## config.mk

```make
export PLATFORM = sky130hd
export DESIGN_NAME = tiop_port
export DESIGN_NICKNAME = d
export VERILOG_FILES = /design/src/core/tiop_buf2.v /design/src/core/tiop_port.v
export VERILOG_INCLUDE_DIRS = /design/src /design/src/core
export SDC_FILE = /design/constraint.sdc
export NUM_CORES = 1
export LEC_CHECK = 0
export BUFFER_PORTS_ARGS = -buffer_cell sky130_fd_sc_hd__buf_4
export CAP_MARGIN = 10
export CORE_MARGIN = 2
export CORE_UTILIZATION = 40
export CTS_BUF_LIST = sky130_fd_sc_hd__clkbuf_8
export DETAILED_ROUTE_END_ITERATION = 12
export MAX_ROUTING_LAYER = met4
export PLACE_DENSITY_LB_ADDON = 0.1
export SLEW_MARGIN = 30
export SYNTH_ARGS = -nofsm -noshare
export SYNTH_HDL_FRONTEND = slang
export SYNTH_SLANG_ARGS = --single-unit
```

## constraint.sdc

```tcl
create_clock -name mclk_i -period 37.3 [get_ports mclk_i]
set_clock_uncertainty 0.2 [all_clocks]
set_input_delay 7.46 -clock mclk_i [delete_from_list [all_inputs] [get_ports mclk_i]]
set_output_delay 7.46 -clock mclk_i [all_outputs]
set_load 0.01 [all_outputs]
```

## src/core/tiop_defines.vh

```
// Purpose: shared constants of the timed io port logic
// Assumes: one clock, mclk_i at 40 MHz
// Notes: width codes select the nominal port width
`ifndef TIOP_DEFINES_VH
`define TIOP_DEFINES_VH
`define TIOP_W1 3'h0
`define TIOP_W4 3'h1
`define TIOP_W8 3'h2
`define TIOP_W16 3'h3
`define TIOP_W32 3'h4
`define TIOP_COND_NONE 2'h0
`define TIOP_COND_EQ 2'h1
`define TIOP_COND_NE 2'h2
`define TIOP_NUM_CB 6
`define TIOP_CB_RST 3'h0
`define TIOP_CNT_RST 16'h0000
`define TIOP_PULL_RST 32'hffffffff
`endif

```

## src/core/tiop_buf2.v

```verilog
// Purpose: two-entry word buffer with valid and ready on both sides
// Assumes: synchronous use on mclk_i
// Notes: read data come straight from a register
`timescale 1ns/10ps
module tiop_buf2 #(
   parameter DW = 32
) (
   input wire mclk_i, // clock
   input wire rst_i, // async reset, high
   input wire wr_valid_i, // word offered
   input wire [DW-1:0] wr_data_i, // offered word
   output reg wr_ready_o, // room for a word
   output reg rd_valid_o, // head word valid
   output reg [DW-1:0] rd_data_o, // head word
   input wire rd_ready_i // head word taken
);
   reg [DW-1:0] tail_q;
   reg [1:0] cnt_q;
   reg [1:0] cnt_d;
   wire push = wr_valid_i && wr_ready_o;
   wire pop = rd_valid_o && rd_ready_i;
   always @* begin
      cnt_d = cnt_q;
      if (push && !pop)
         cnt_d = cnt_q + 2'h1;
      else if (pop && !push)
         cnt_d = cnt_q - 2'h1;
   end
   always @(posedge mclk_i or posedge rst_i) begin
      if (rst_i) begin
         cnt_q <= 2'h0;
         tail_q <= {DW{1'b0}};
         rd_data_o <= {DW{1'b0}};
         rd_valid_o <= 1'b0;
         wr_ready_o <= 1'b0;
      end else begin
         cnt_q <= cnt_d;
         rd_valid_o <= (cnt_d != 2'h0);
         wr_ready_o <= (cnt_d != 2'h2);
         if (pop) begin
            if (cnt_q == 2'h2) begin
               rd_data_o <= tail_q;
               if (push)
                  tail_q <= wr_data_i;
            end else if (push) begin
               rd_data_o <= wr_data_i;
            end
         end else if (push) begin
            if (cnt_q == 2'h0)
               rd_data_o <= wr_data_i;
            else
               tail_q <= wr_data_i;
         end
      end
   end
endmodule

```

## src/core/tiop_port.v

```verilog
// Purpose: one timed io port with clock blocks, serialiser and counter
// Assumes: all inputs synchronous to mclk_i
// Notes: clock block 0 ticks every mclk_i cycle as the reference
`timescale 1ns/10ps
`include "tiop_defines.vh"
module tiop_port #(
   parameter NPIN = 32,
   parameter DIVW = 8
) (
   input wire mclk_i, // 40 MHz clock
   input wire rst_i, // async reset, high
   input wire cfg_we_i, // load port configuration
   input wire cfg_en_i, // port enabled
   input wire cfg_out_i, // 1 output, 0 input
   input wire [2:0] cfg_width_i, // width code
   input wire cfg_od_i, // open-drain select
   input wire [2:0] cfg_cb_i, // clock block select
   input wire cfg_strb_in_i, // honour incoming strobe
   input wire cfg_strb_out_i, // drive outgoing strobe
   input wire [1:0] cond_mode_i, // input wait condition
   input wire [31:0] cond_val_i, // condition value
   input wire time_en_i, // wait for counter match
   input wire [15:0] time_val_i, // counter match value
   input wire cb_we_i, // load a clock block
   input wire [2:0] cb_idx_i, // clock block index 1..5
   input wire cb_ext_i, // source is external pin
   input wire [DIVW-1:0] cb_div_i, // divide by value+1
   input wire ext_clk_i, // external clock from 1-bit port
   input wire pull_we_i, // software pull write
   input wire [NPIN-1:0] pull_val_i, // pull enables
   input wire link_en_i, // link enabled
   input wire [NPIN-1:0] link_pins_i, // pins under link
   input wire [NPIN-1:0] narrow_pins_i, // pins of narrower ports
   input wire [NPIN-1:0] pin_i, // pin levels
   output reg [NPIN-1:0] pin_o, // pin drive values
   output reg [NPIN-1:0] pin_oe_o, // pin drive enables
   output reg [NPIN-1:0] pull_en_o, // weak pull enables
   input wire strobe_from_outside_i, // external strobe
   output reg strobe_to_outside_o, // strobe with output data
   input wire tx_valid_i, // word from processor
   input wire [31:0] tx_data_i, // word to send
   output wire tx_ready_o, // word taken
   output wire rx_valid_o, // word to processor
   output wire [31:0] rx_data_o, // received word
   input wire rx_ready_i, // processor took word
   output reg [15:0] count_o, // port counter
   output reg [15:0] stamp_o, // last transfer timestamp
   output reg event_o // pin event pulse
);
   localparam S_IDLE = 2'h0;
   localparam S_WAIT = 2'h1;
   localparam S_SHIFT = 2'h2;
   localparam S_PUSH = 2'h3;

   reg en_q;
   reg out_q;
   reg od_q;
   reg sin_q;
   reg sout_q;
   reg [2:0] wcode_q;
   reg [2:0] cb_q;
   reg [1:0] st_q;
   reg [31:0] xfer_q;
   reg [5:0] beat_q;
   reg [NPIN-1:0] drv_q;
   reg ext_q;
   reg strb_q;
   reg [NPIN-1:0] pin_ok;
   wire [`TIOP_NUM_CB-1:0] tick;
   wire ext_rise = ext_clk_i && !ext_q;

   // nominal width in bits per beat
   function [5:0] wbits;
      input [2:0] c;
      begin
         case (c)
            `TIOP_W1: wbits = 6'd1;
            `TIOP_W4: wbits = 6'd4;
            `TIOP_W8: wbits = 6'd8;
            `TIOP_W16: wbits = 6'd16;
            default: wbits = 6'd32;
         endcase
      end
   endfunction

   function [31:0] wmask;
      input [2:0] c;
      begin
         case (c)
            `TIOP_W1: wmask = 32'h00000001;
            `TIOP_W4: wmask = 32'h0000000f;
            `TIOP_W8: wmask = 32'h000000ff;
            `TIOP_W16: wmask = 32'h0000ffff;
            default: wmask = 32'hffffffff;
         endcase
      end
   endfunction

   // gather lsb-first: new sample enters at the top
   function [31:0] gather;
      input [2:0] c;
      input [31:0] x;
      input [31:0] p;
      begin
         case (c)
            `TIOP_W1: gather = {p[0], x[31:1]};
            `TIOP_W4: gather = {p[3:0], x[31:4]};
            `TIOP_W8: gather = {p[7:0], x[31:8]};
            `TIOP_W16: gather = {p[15:0], x[31:16]};
            default: gather = p;
         endcase
      end
   endfunction

   function [31:0] shout;
      input [2:0] c;
      input [31:0] x;
      begin
         case (c)
            `TIOP_W1: shout = {1'b0, x[31:1]};
            `TIOP_W4: shout = {4'h0, x[31:4]};
            `TIOP_W8: shout = {8'h00, x[31:8]};
            `TIOP_W16: shout = {16'h0000, x[31:16]};
            default: shout = 32'h00000000;
         endcase
      end
   endfunction

   // clock blocks: 0 is the reference, 1..5 programmable
   always @(posedge mclk_i or posedge rst_i) begin
      if (rst_i)
         ext_q <= 1'b0;
      else
         ext_q <= ext_clk_i;
   end

   assign tick[0] = 1'b1;

   genvar g;
   generate
      for (g = 1; g < `TIOP_NUM_CB; g = g + 1) begin : cblk
         reg src_q;
         reg [DIVW-1:0] div_q;
         reg [DIVW-1:0] cnt_q;
         reg tk_q;
         wire edge_in = src_q ? ext_rise : 1'b1;
         always @(posedge mclk_i or posedge rst_i) begin
            if (rst_i) begin
               src_q <= 1'b0;
               div_q <= {DIVW{1'b0}};
               cnt_q <= {DIVW{1'b0}};
               tk_q <= 1'b0;
            end else begin
               tk_q <= 1'b0;
               if (cb_we_i && cb_idx_i == g) begin
                  src_q <= cb_ext_i;
                  div_q <= cb_div_i;
                  cnt_q <= {DIVW{1'b0}};
               end else if (edge_in) begin
                  if (cnt_q == div_q) begin
                     cnt_q <= {DIVW{1'b0}};
                     tk_q <= 1'b1;
                  end else begin
                     cnt_q <= cnt_q + {{(DIVW-1){1'b0}}, 1'b1};
                  end
               end
            end
         end
         assign tick[g] = tk_q;
      end
   endgenerate

   wire ptick = (cb_q < `TIOP_NUM_CB) ? tick[cb_q] : 1'b0;
   wire strb_ok = !sin_q || strobe_from_outside_i;
   wire [31:0] mask = wmask(wcode_q);
   wire [31:0] pins_w = pin_i & mask;
   // pins owned under the width being written
   wire [31:0] new_mask = wmask(cfg_width_i);

   // pin ownership: link and narrower ports win their pins
   always @* begin
      pin_ok = mask[NPIN-1:0] & ~narrow_pins_i;
      if (link_en_i)
         pin_ok = pin_ok & ~link_pins_i;
   end

   // processor side buffers
   wire tq_valid;
   wire [31:0] tq_data;
   reg tq_take;
   wire rq_ready;
   reg rq_push;
   tiop_buf2 #(.DW(32)) u_txbuf (
      .mclk_i(mclk_i),
      .rst_i(rst_i),
      .wr_valid_i(tx_valid_i),
      .wr_data_i(tx_data_i),
      .wr_ready_o(tx_ready_o),
      .rd_valid_o(tq_valid),
      .rd_data_o(tq_data),
      .rd_ready_i(tq_take)
   );
   tiop_buf2 #(.DW(32)) u_rxbuf (
      .mclk_i(mclk_i),
      .rst_i(rst_i),
      .wr_valid_i(rq_push),
      .wr_data_i(xfer_q),
      .wr_ready_o(rq_ready),
      .rd_valid_o(rx_valid_o),
      .rd_data_o(rx_data_o),
      .rd_ready_i(rx_ready_i)
   );

   // wait conditions
   reg cond_ok;
   always @* begin
      case (cond_mode_i)
         `TIOP_COND_EQ: cond_ok = (pins_w == (cond_val_i & mask));
         `TIOP_COND_NE: cond_ok = (pins_w != (cond_val_i & mask));
         default: cond_ok = 1'b1;
      endcase
   end
   wire time_ok = !time_en_i || (count_o == time_val_i);
   wire go = ptick && time_ok && (out_q || cond_ok);

   always @* begin
      tq_take = en_q && out_q && st_q == S_IDLE;
      rq_push = st_q == S_PUSH;
   end

   // configuration
   always @(posedge mclk_i or posedge rst_i) begin
      if (rst_i) begin
         en_q <= 1'b0;
         out_q <= 1'b0;
         od_q <= 1'b0;
         sin_q <= 1'b0;
         sout_q <= 1'b0;
         wcode_q <= `TIOP_W1;
         cb_q <= `TIOP_CB_RST;
      end else if (cfg_we_i) begin
         en_q <= cfg_en_i;
         out_q <= cfg_out_i;
         od_q <= cfg_od_i;
         sin_q <= cfg_strb_in_i;
         sout_q <= cfg_strb_out_i;
         wcode_q <= (cfg_width_i > `TIOP_W32) ? `TIOP_W32 : cfg_width_i;
         cb_q <= cfg_cb_i;
      end
   end

   // port counter
   always @(posedge mclk_i or posedge rst_i) begin
      if (rst_i)
         count_o <= `TIOP_CNT_RST;
      else if (ptick)
         count_o <= count_o + 16'h0001;
   end

   // transfer sequence
   always @(posedge mclk_i or posedge rst_i) begin
      if (rst_i) begin
         st_q <= S_IDLE;
         xfer_q <= 32'h00000000;
         beat_q <= 6'h00;
         drv_q <= {NPIN{1'b0}};
         stamp_o <= 16'h0000;
         event_o <= 1'b0;
         strb_q <= 1'b0;
      end else begin
         event_o <= 1'b0;
         if (ptick)
            strb_q <= 1'b0;
         if (!en_q || cfg_we_i) begin
            st_q <= S_IDLE;
            strb_q <= 1'b0;
         end else begin
            case (st_q)
               S_IDLE: begin
                  beat_q <= 6'h00;
                  if (out_q) begin
                     if (tq_valid) begin
                        xfer_q <= tq_data;
                        st_q <= S_WAIT;
                     end
                  end else begin
                     st_q <= S_WAIT;
                  end
               end
               S_WAIT: begin
                  if (go && strb_ok) begin
                     stamp_o <= count_o;
                     st_q <= S_SHIFT;
                     if (!out_q && cond_mode_i != `TIOP_COND_NONE)
                        event_o <= 1'b1;
                  end
               end
               S_SHIFT: begin
                  if (ptick && strb_ok) begin
                     beat_q <= beat_q + wbits(wcode_q);
                     if (out_q) begin
                        drv_q <= xfer_q[NPIN-1:0] & mask[NPIN-1:0];
                        xfer_q <= shout(wcode_q, xfer_q);
                        strb_q <= sout_q;
                     end else begin
                        xfer_q <= gather(wcode_q, xfer_q, pins_w);
                     end
                     if (beat_q + wbits(wcode_q) >= 6'd32) begin
                        st_q <= out_q ? S_IDLE : S_PUSH;
                        if (out_q)
                           event_o <= 1'b1;
                     end
                  end
               end
               S_PUSH: begin
                  if (rq_ready) begin
                     st_q <= S_IDLE;
                     event_o <= 1'b1;
                  end
               end
               default: st_q <= S_IDLE;
            endcase
         end
      end
   end

   // pin drive, open drain and pulls
   always @(posedge mclk_i or posedge rst_i) begin
      if (rst_i) begin
         pin_o <= {NPIN{1'b0}};
         pin_oe_o <= {NPIN{1'b0}};
         pull_en_o <= `TIOP_PULL_RST;
         strobe_to_outside_o <= 1'b0;
      end else begin
         // strobe rides with the beat on the pins
         strobe_to_outside_o <= strb_q;
         if (en_q && out_q) begin
            pin_o <= od_q ? {NPIN{1'b0}} : drv_q;
            pin_oe_o <= od_q ? (pin_ok & ~drv_q) : pin_ok;
         end else begin
            pin_o <= {NPIN{1'b0}};
            pin_oe_o <= {NPIN{1'b0}};
         end
         if (pull_we_i)
            pull_en_o <= pull_val_i;
         else if (cfg_we_i && cfg_en_i)
            pull_en_o <= pull_en_o & ~(new_mask[NPIN-1:0] & ~narrow_pins_i);
         else if (link_en_i)
            pull_en_o <= pull_en_o & ~link_pins_i;
      end
   end
endmodule

```

### Word-level counts from Yosys, hierarchy flattened

Cells that the tools add are included.

* input bits: 244
* logic and storage cells: 291
* register bits after elaboration: 441
* output and inout port bits: 164

* magnitude comparators: 4
* bitwise gates (word level): 14
* $add $sub $neg: 11
* multiplexer cells: 107
* reductions and logical operators: 65
* equality and inequality tests: 40

Operator list (number)
* 2-to-1 mux 32 bit: 30
* case mux 32 bit (4 select lines): 3
* AND 32 bit: 9
* NOT 32 bit: 4
* case mux 31 bit (4 select lines): 1
* 2-to-1 mux 8 bit: 15
* case mux 32 bit (2 select lines): 1
* adder 8 x 1 -> 8 bit, second input constant: 5
* equality test 8 bit: 5
* 2-to-1 mux 1 bit: 34
* equality test 32 bit: 1
* inequality test 32 bit: 1
* nonzero test 2 bit: 15
* 2-to-1 mux 2 bit: 12
* 2-to-1 mux 6 bit: 4
* case mux 6 bit (4 select lines): 1
* logical AND 1 bit: 22
* equality test 3 x 2 -> 1 bit, second input constant: 6
* AND reduction 3 bit: 6
* adder 16 x 1 -> 16 bit, second input constant: 1
* equality test 16 bit: 1
* inequality test 2 bit, second input constant: 6
* inequality test 3 bit, second input constant: 4
* case mux 6 bit (2 select lines): 1
* 26 further kinds: 53

### Logic depth before layout (Yosys ltp)

* depth in word-level cells: 13
* mapped depth: 12

### By module

From an unflattened synthesis, not the netlist that was laid out.

* cells, all modules: 1993
* area total of the unflattened synthesis: 21408.0 µm²

By module, submodules not included
* tiop_port: cells an instance 1577, area an instance 15184.6 µm², instances 1, seq. area each 7672.4 µm²
* tiop_buf2 at u_txbuf: cells an instance 210, area an instance 3114.2 µm², instances 1, seq. area each 1701.6 µm²
* tiop_buf2 at u_rxbuf: cells an instance 206, area an instance 3109.2 µm², instances 1, seq. area each 1701.6 µm²

### Least setup slack after synthesis

OpenSTA, ideal clock, no wires.

* kind: input port to flip-flop
* start: input port pin_i[20]
* end: register stamp_o[0]
* arrival: 9388 ps
* slack: 27585 ps
* data required time: 36972 ps
* path buffers: 1
* stages: 8
* library setup time: 128 ps
* cells stage by stage: xnor2_1 -> nand4_1 -> o41ai_1 -> nand3_1 -> o21a_1 -> nor4_4 -> buf_6 -> mux2_1

* longest elaborated chain between the ends: 7
* elaborated cells on any way between the ends: 8
* those cells by class: eq/ne: 2; mux: 1; bitwise: 1; reduce/logical: 4

Ends and longest elaborated chain
* start: declaration: line tiop_port.v:34 `input wire [NPIN-1:0] pin_i,`
* AND 32 bit *: line tiop_port.v:176 `wire [31:0] pins_w = pin_i & mask;`
* inequality test 32 bit / equality test 32 bit (equally long branches): line tiop_port.v:219, tiop_port.v:218
* case mux 1 bit (2 select lines) *: line tiop_port.v:217 `case (cond_mode_i)`
* logical OR 1 bit *: line tiop_port.v:224 `wire go = ptick && time_ok && (out_q || cond_ok);`
* logical AND 1 bit *: line tiop_port.v:224
* logical AND 1 bit *: line tiop_port.v:291 `if (go && strb_ok) begin`
* AND reduction 3 bit (no line) *
* end signal: assignment: line tiop_port.v:292 `stamp_o <= count_o;`
* end: declaration: line tiop_port.v:47 `output reg [15:0] stamp_o,`

Every way passes the cells marked *; elsewhere a longest branch is shown, timed or not.
A chain may end at the register's enable or synchronous reset.

### Worst setup path after layout

* start: input port pin_i[31]
* end: register stamp_o[13]

The elaborated chain is that of the path after synthesis.

==> results.json <==
{
  "synth_seq_cells": 441,
  "io_pins": 408,
  "rsz0062_at_grt": "no",
  "status": "finished clean",
  "io_buffer_count": 407,
  "async_flop_share": 1.000,
  "syn-num-nets": 2281,
  "post-cts-setup-buffers": 0,
  "gp_congestion": 0.9362,
  "cts_resized": 0,
  "fin_crit_ns": 9.937,
  "grt_first_pass_wirelength_mm": 99.19,
  "cts.sinks": 441,
  "p_leak_nw": 12.68,
  "met2_usage": 0.3702,
  "die_y_um": 232.4,
  "synth_area_per_cell_um2": 10.34,
  "required_ns": 37.62,
  "fmax_ghz": 0.1006,
  "hold_viol": 0,
  "setup_slack_ns": 27.36,
  "critPathArrivalTime_ns": 10.26,
  "die_w_um": 232.4,
  "grtUsageMet3": 0.04571,
  "nNetsFinal": 2659,
  "first_pass_iters": 5,
  "grt_usage": 0.2461,
  "crit_family": "simple AND/OR/NAND/NOR gates",
  "path_cells": "buf_4 -> xnor2_1 -> nand4_1 -> o41ai_1 -> nand3_1 -> o21a_1 -> nor4_4 -> buf_4 -> mux2_2",
  "setup_viol": 0,
  "post-route-util": 0.5083,
  "h-tree-depth": 3,
  "slew_headroom": 0.3351,
  "vias": 16700,
  "synth-edff-count": 0,
  "syn-cell-area_mm2": 0.02087,
  "reg_top3": "cblk.cnt_q x40, cblk.div_q x40",
  "worst_pin_slew_ns": 0.9974,
  "power_density_mw_per_mm2": 60.27,
  "drc": 0,
  "cap_violations": 0,
  "cts_tree": "yes",
  "clk_latency_ns": 0.65,
  "yosysWarnings": 0,
  "crit_buf_inv": 2,
  "crit_type": "in2reg",
  "cpMostUsedCell": "buf_4",
  "slew_violations": 0,
  "cts_buffers": 78,
  "startpoint_type": "input pin",
  "die_area_mm2": 0.05401,
  "cpMaxStageDelayCell": "nor4_4",
  "cts_root_buf": "clkbuf_8",
  "timing.setup.tns_ns": 0,
  "syn_inst": 2019,
  "met1_usage": 0.3316,
  "wl_mm": 65.22,
  "period_share": 0.2664,
  "ir_drop_v": 0.00002867,
  "min_path_type": "reg2reg",
  "cts_hold_buffers": 0,
  "avgViaCountPerCell": 5.328,
  "rows": 83,
  "initial_core_util": 0.4059,
  "slowest_delay_ns": 0.52,
  "cp_max_fo": 11,
  "wl_per_cell_um": 20.80,
  "place_ws_ns": 26.71,
  "num-fill-cells": 4791,
  "core_area_mm2": 0.05141,
  "grt-ovfl-total": 0,
  "setup.worst_path.end_class": "flop",
  "clockBufferDepth": 3,
  "yosys.cell_types.count": 60,
  "antenna_found_initial": 1,
  "hpwlAfterDp_mm": 46.84,
  "syn_to_final_growth_pct": 25.21,
  "synthFlopType": "dfrtp_1",
  "grt.busiest_layer": "met2",
  "grt_pass1_vias": 16640,
  "grt_max_degree": 157,
  "ant_nets": 0,
  "first_iter_violations": 1131,
  "yosysSeqAreaShare": 0.5308,
  "clk_pin_slew_ns": 0.07,
  "drive_gt1_frac": 0.2905
}
## cell usage in the layout (no fill, tap or decap), drive strengths merged, types with 40 or more instances in the layout
cell	Yosys	final
nand2	238	238
xor2	59	59
buf	24	431
xnor2	77	77
o21ai	155	155
mux2	127	127
nor2	176	176
clkbuf	109	100
and2	40	40
inv	22	44
a21oi	149	149
dfrtp	409	409
mux2i	90	90
## through the flow
stage | cells | instance area [um2] | total power, mW | hold WS (ns)
after floorplan | 2019 | 20870 | 0.9403 | 0.1540
after global placement | 2996 | 24500 | 1.116 | 0.1735
after detailed placement | 2997 | 24510 | 1.129 | 0.1816
after CTS | 3134 | 26110 | 1.591 | 0.2165
after global routing | 3135 | 26130 | 1.674 | 0.2263
final | 3135 | 26130 | 1.575 | 0.2003
## path summary, 6_finish.rpt
kind                                   startpoint                             to  slack [ns]  depth (start not counted)
max                                     pin_i[31]        stamp_o[13]$_DFFE_PP0P_       27.36                          9
min                              strb_q$_DFF_PP0_  strobe_to_outside_o$_DFF_PP0_        0.20                          0
max reg2reg                wcode_q[1]$_DFFE_PP0P_            st_q[1]$_DFFE_PP0P_       33.24                         10
min reg2reg                      strb_q$_DFF_PP0_  strobe_to_outside_o$_DFF_PP0_        0.20                          0
max in group asynchronous                   rst_i          xfer_q[3]$_DFFE_PP0P_       28.21                          4
min in group asynchronous                   rst_i          pin_oe_o[4]$_DFF_PP0_        6.74                          2
## layout make-up
class	instances	area, um2	area share
Inverter	22	90.09	0.003448
Multi-Input combinational cell	1423	9260	0.3544
Antenna cell	1	2.502	0.00009578
Sequential cell	441	11080	0.4240
Clock buffer	100	1376	0.05268
Clock inverter	37	217.7	0.008333
Timing Repair Buffer	431	3252	0.1245
Tap cell	680	850.8	0.03256
## cell families after synthesis
logic type                 after synthesis  synth area share
DFF                                    441            0.5308
and+or+nand+nor                        605            0.1324
xor gates and xnor gates               136           0.05708
AOI/OAI and AO/OA                      447            0.1283
buffers and inverters                  155           0.02896
muxes                                  217            0.1117
adders and majority gates               18           0.01079
## cell usage after synthesis (all sizes together), types with 11 or more instances
cell type,n,area share
nor2,176,0.032
xor2,59,0.025
dfrtp,409,0.49
inv,22,0.0040
nor4,11,0.0040
mux2i,90,0.043
a22oi,33,0.012
o221ai,14,0.0059
clkbuf,109,0.020
nand3b,16,0.0058
nand3,28,0.0067
ha,18,0.011
nand2,238,0.043
dfstp,32,0.040
and2,40,0.012
mux2,127,0.069
xnor2,77,0.032
and3,33,0.0099
buf,24,0.0054
a21oi,149,0.036
nand4,17,0.0051
o21ai,155,0.037
o211ai,38,0.014
## worst register-to-register path: cells and delay by family (launching register included)
family                     cells  cell delay [ns]
buffers and inverters          2             0.59
and+or+nand+nor                1             0.62
xor gates and xnor gates       1             0.15
DFF                            1             1.00
AOI/OAI and AO/OA              5             1.06
adders and majority gates      1             0.35
## metal layers
metal | vias to the layer above | share of wire
li1 | 7822 | -
met4 | 0 | 0.035
met3 | 120 | 0.063
met2 | 564 | 0.46
met1 | 8196 | 0.45
met5 | - | 0
## report_power, final
part           switching [mW]  internal, mW
combinational           0.201         0.188
sequential              0.141         0.590
clock                   0.201         0.254
Note: power is estimated with default switching activity, not from simulation.
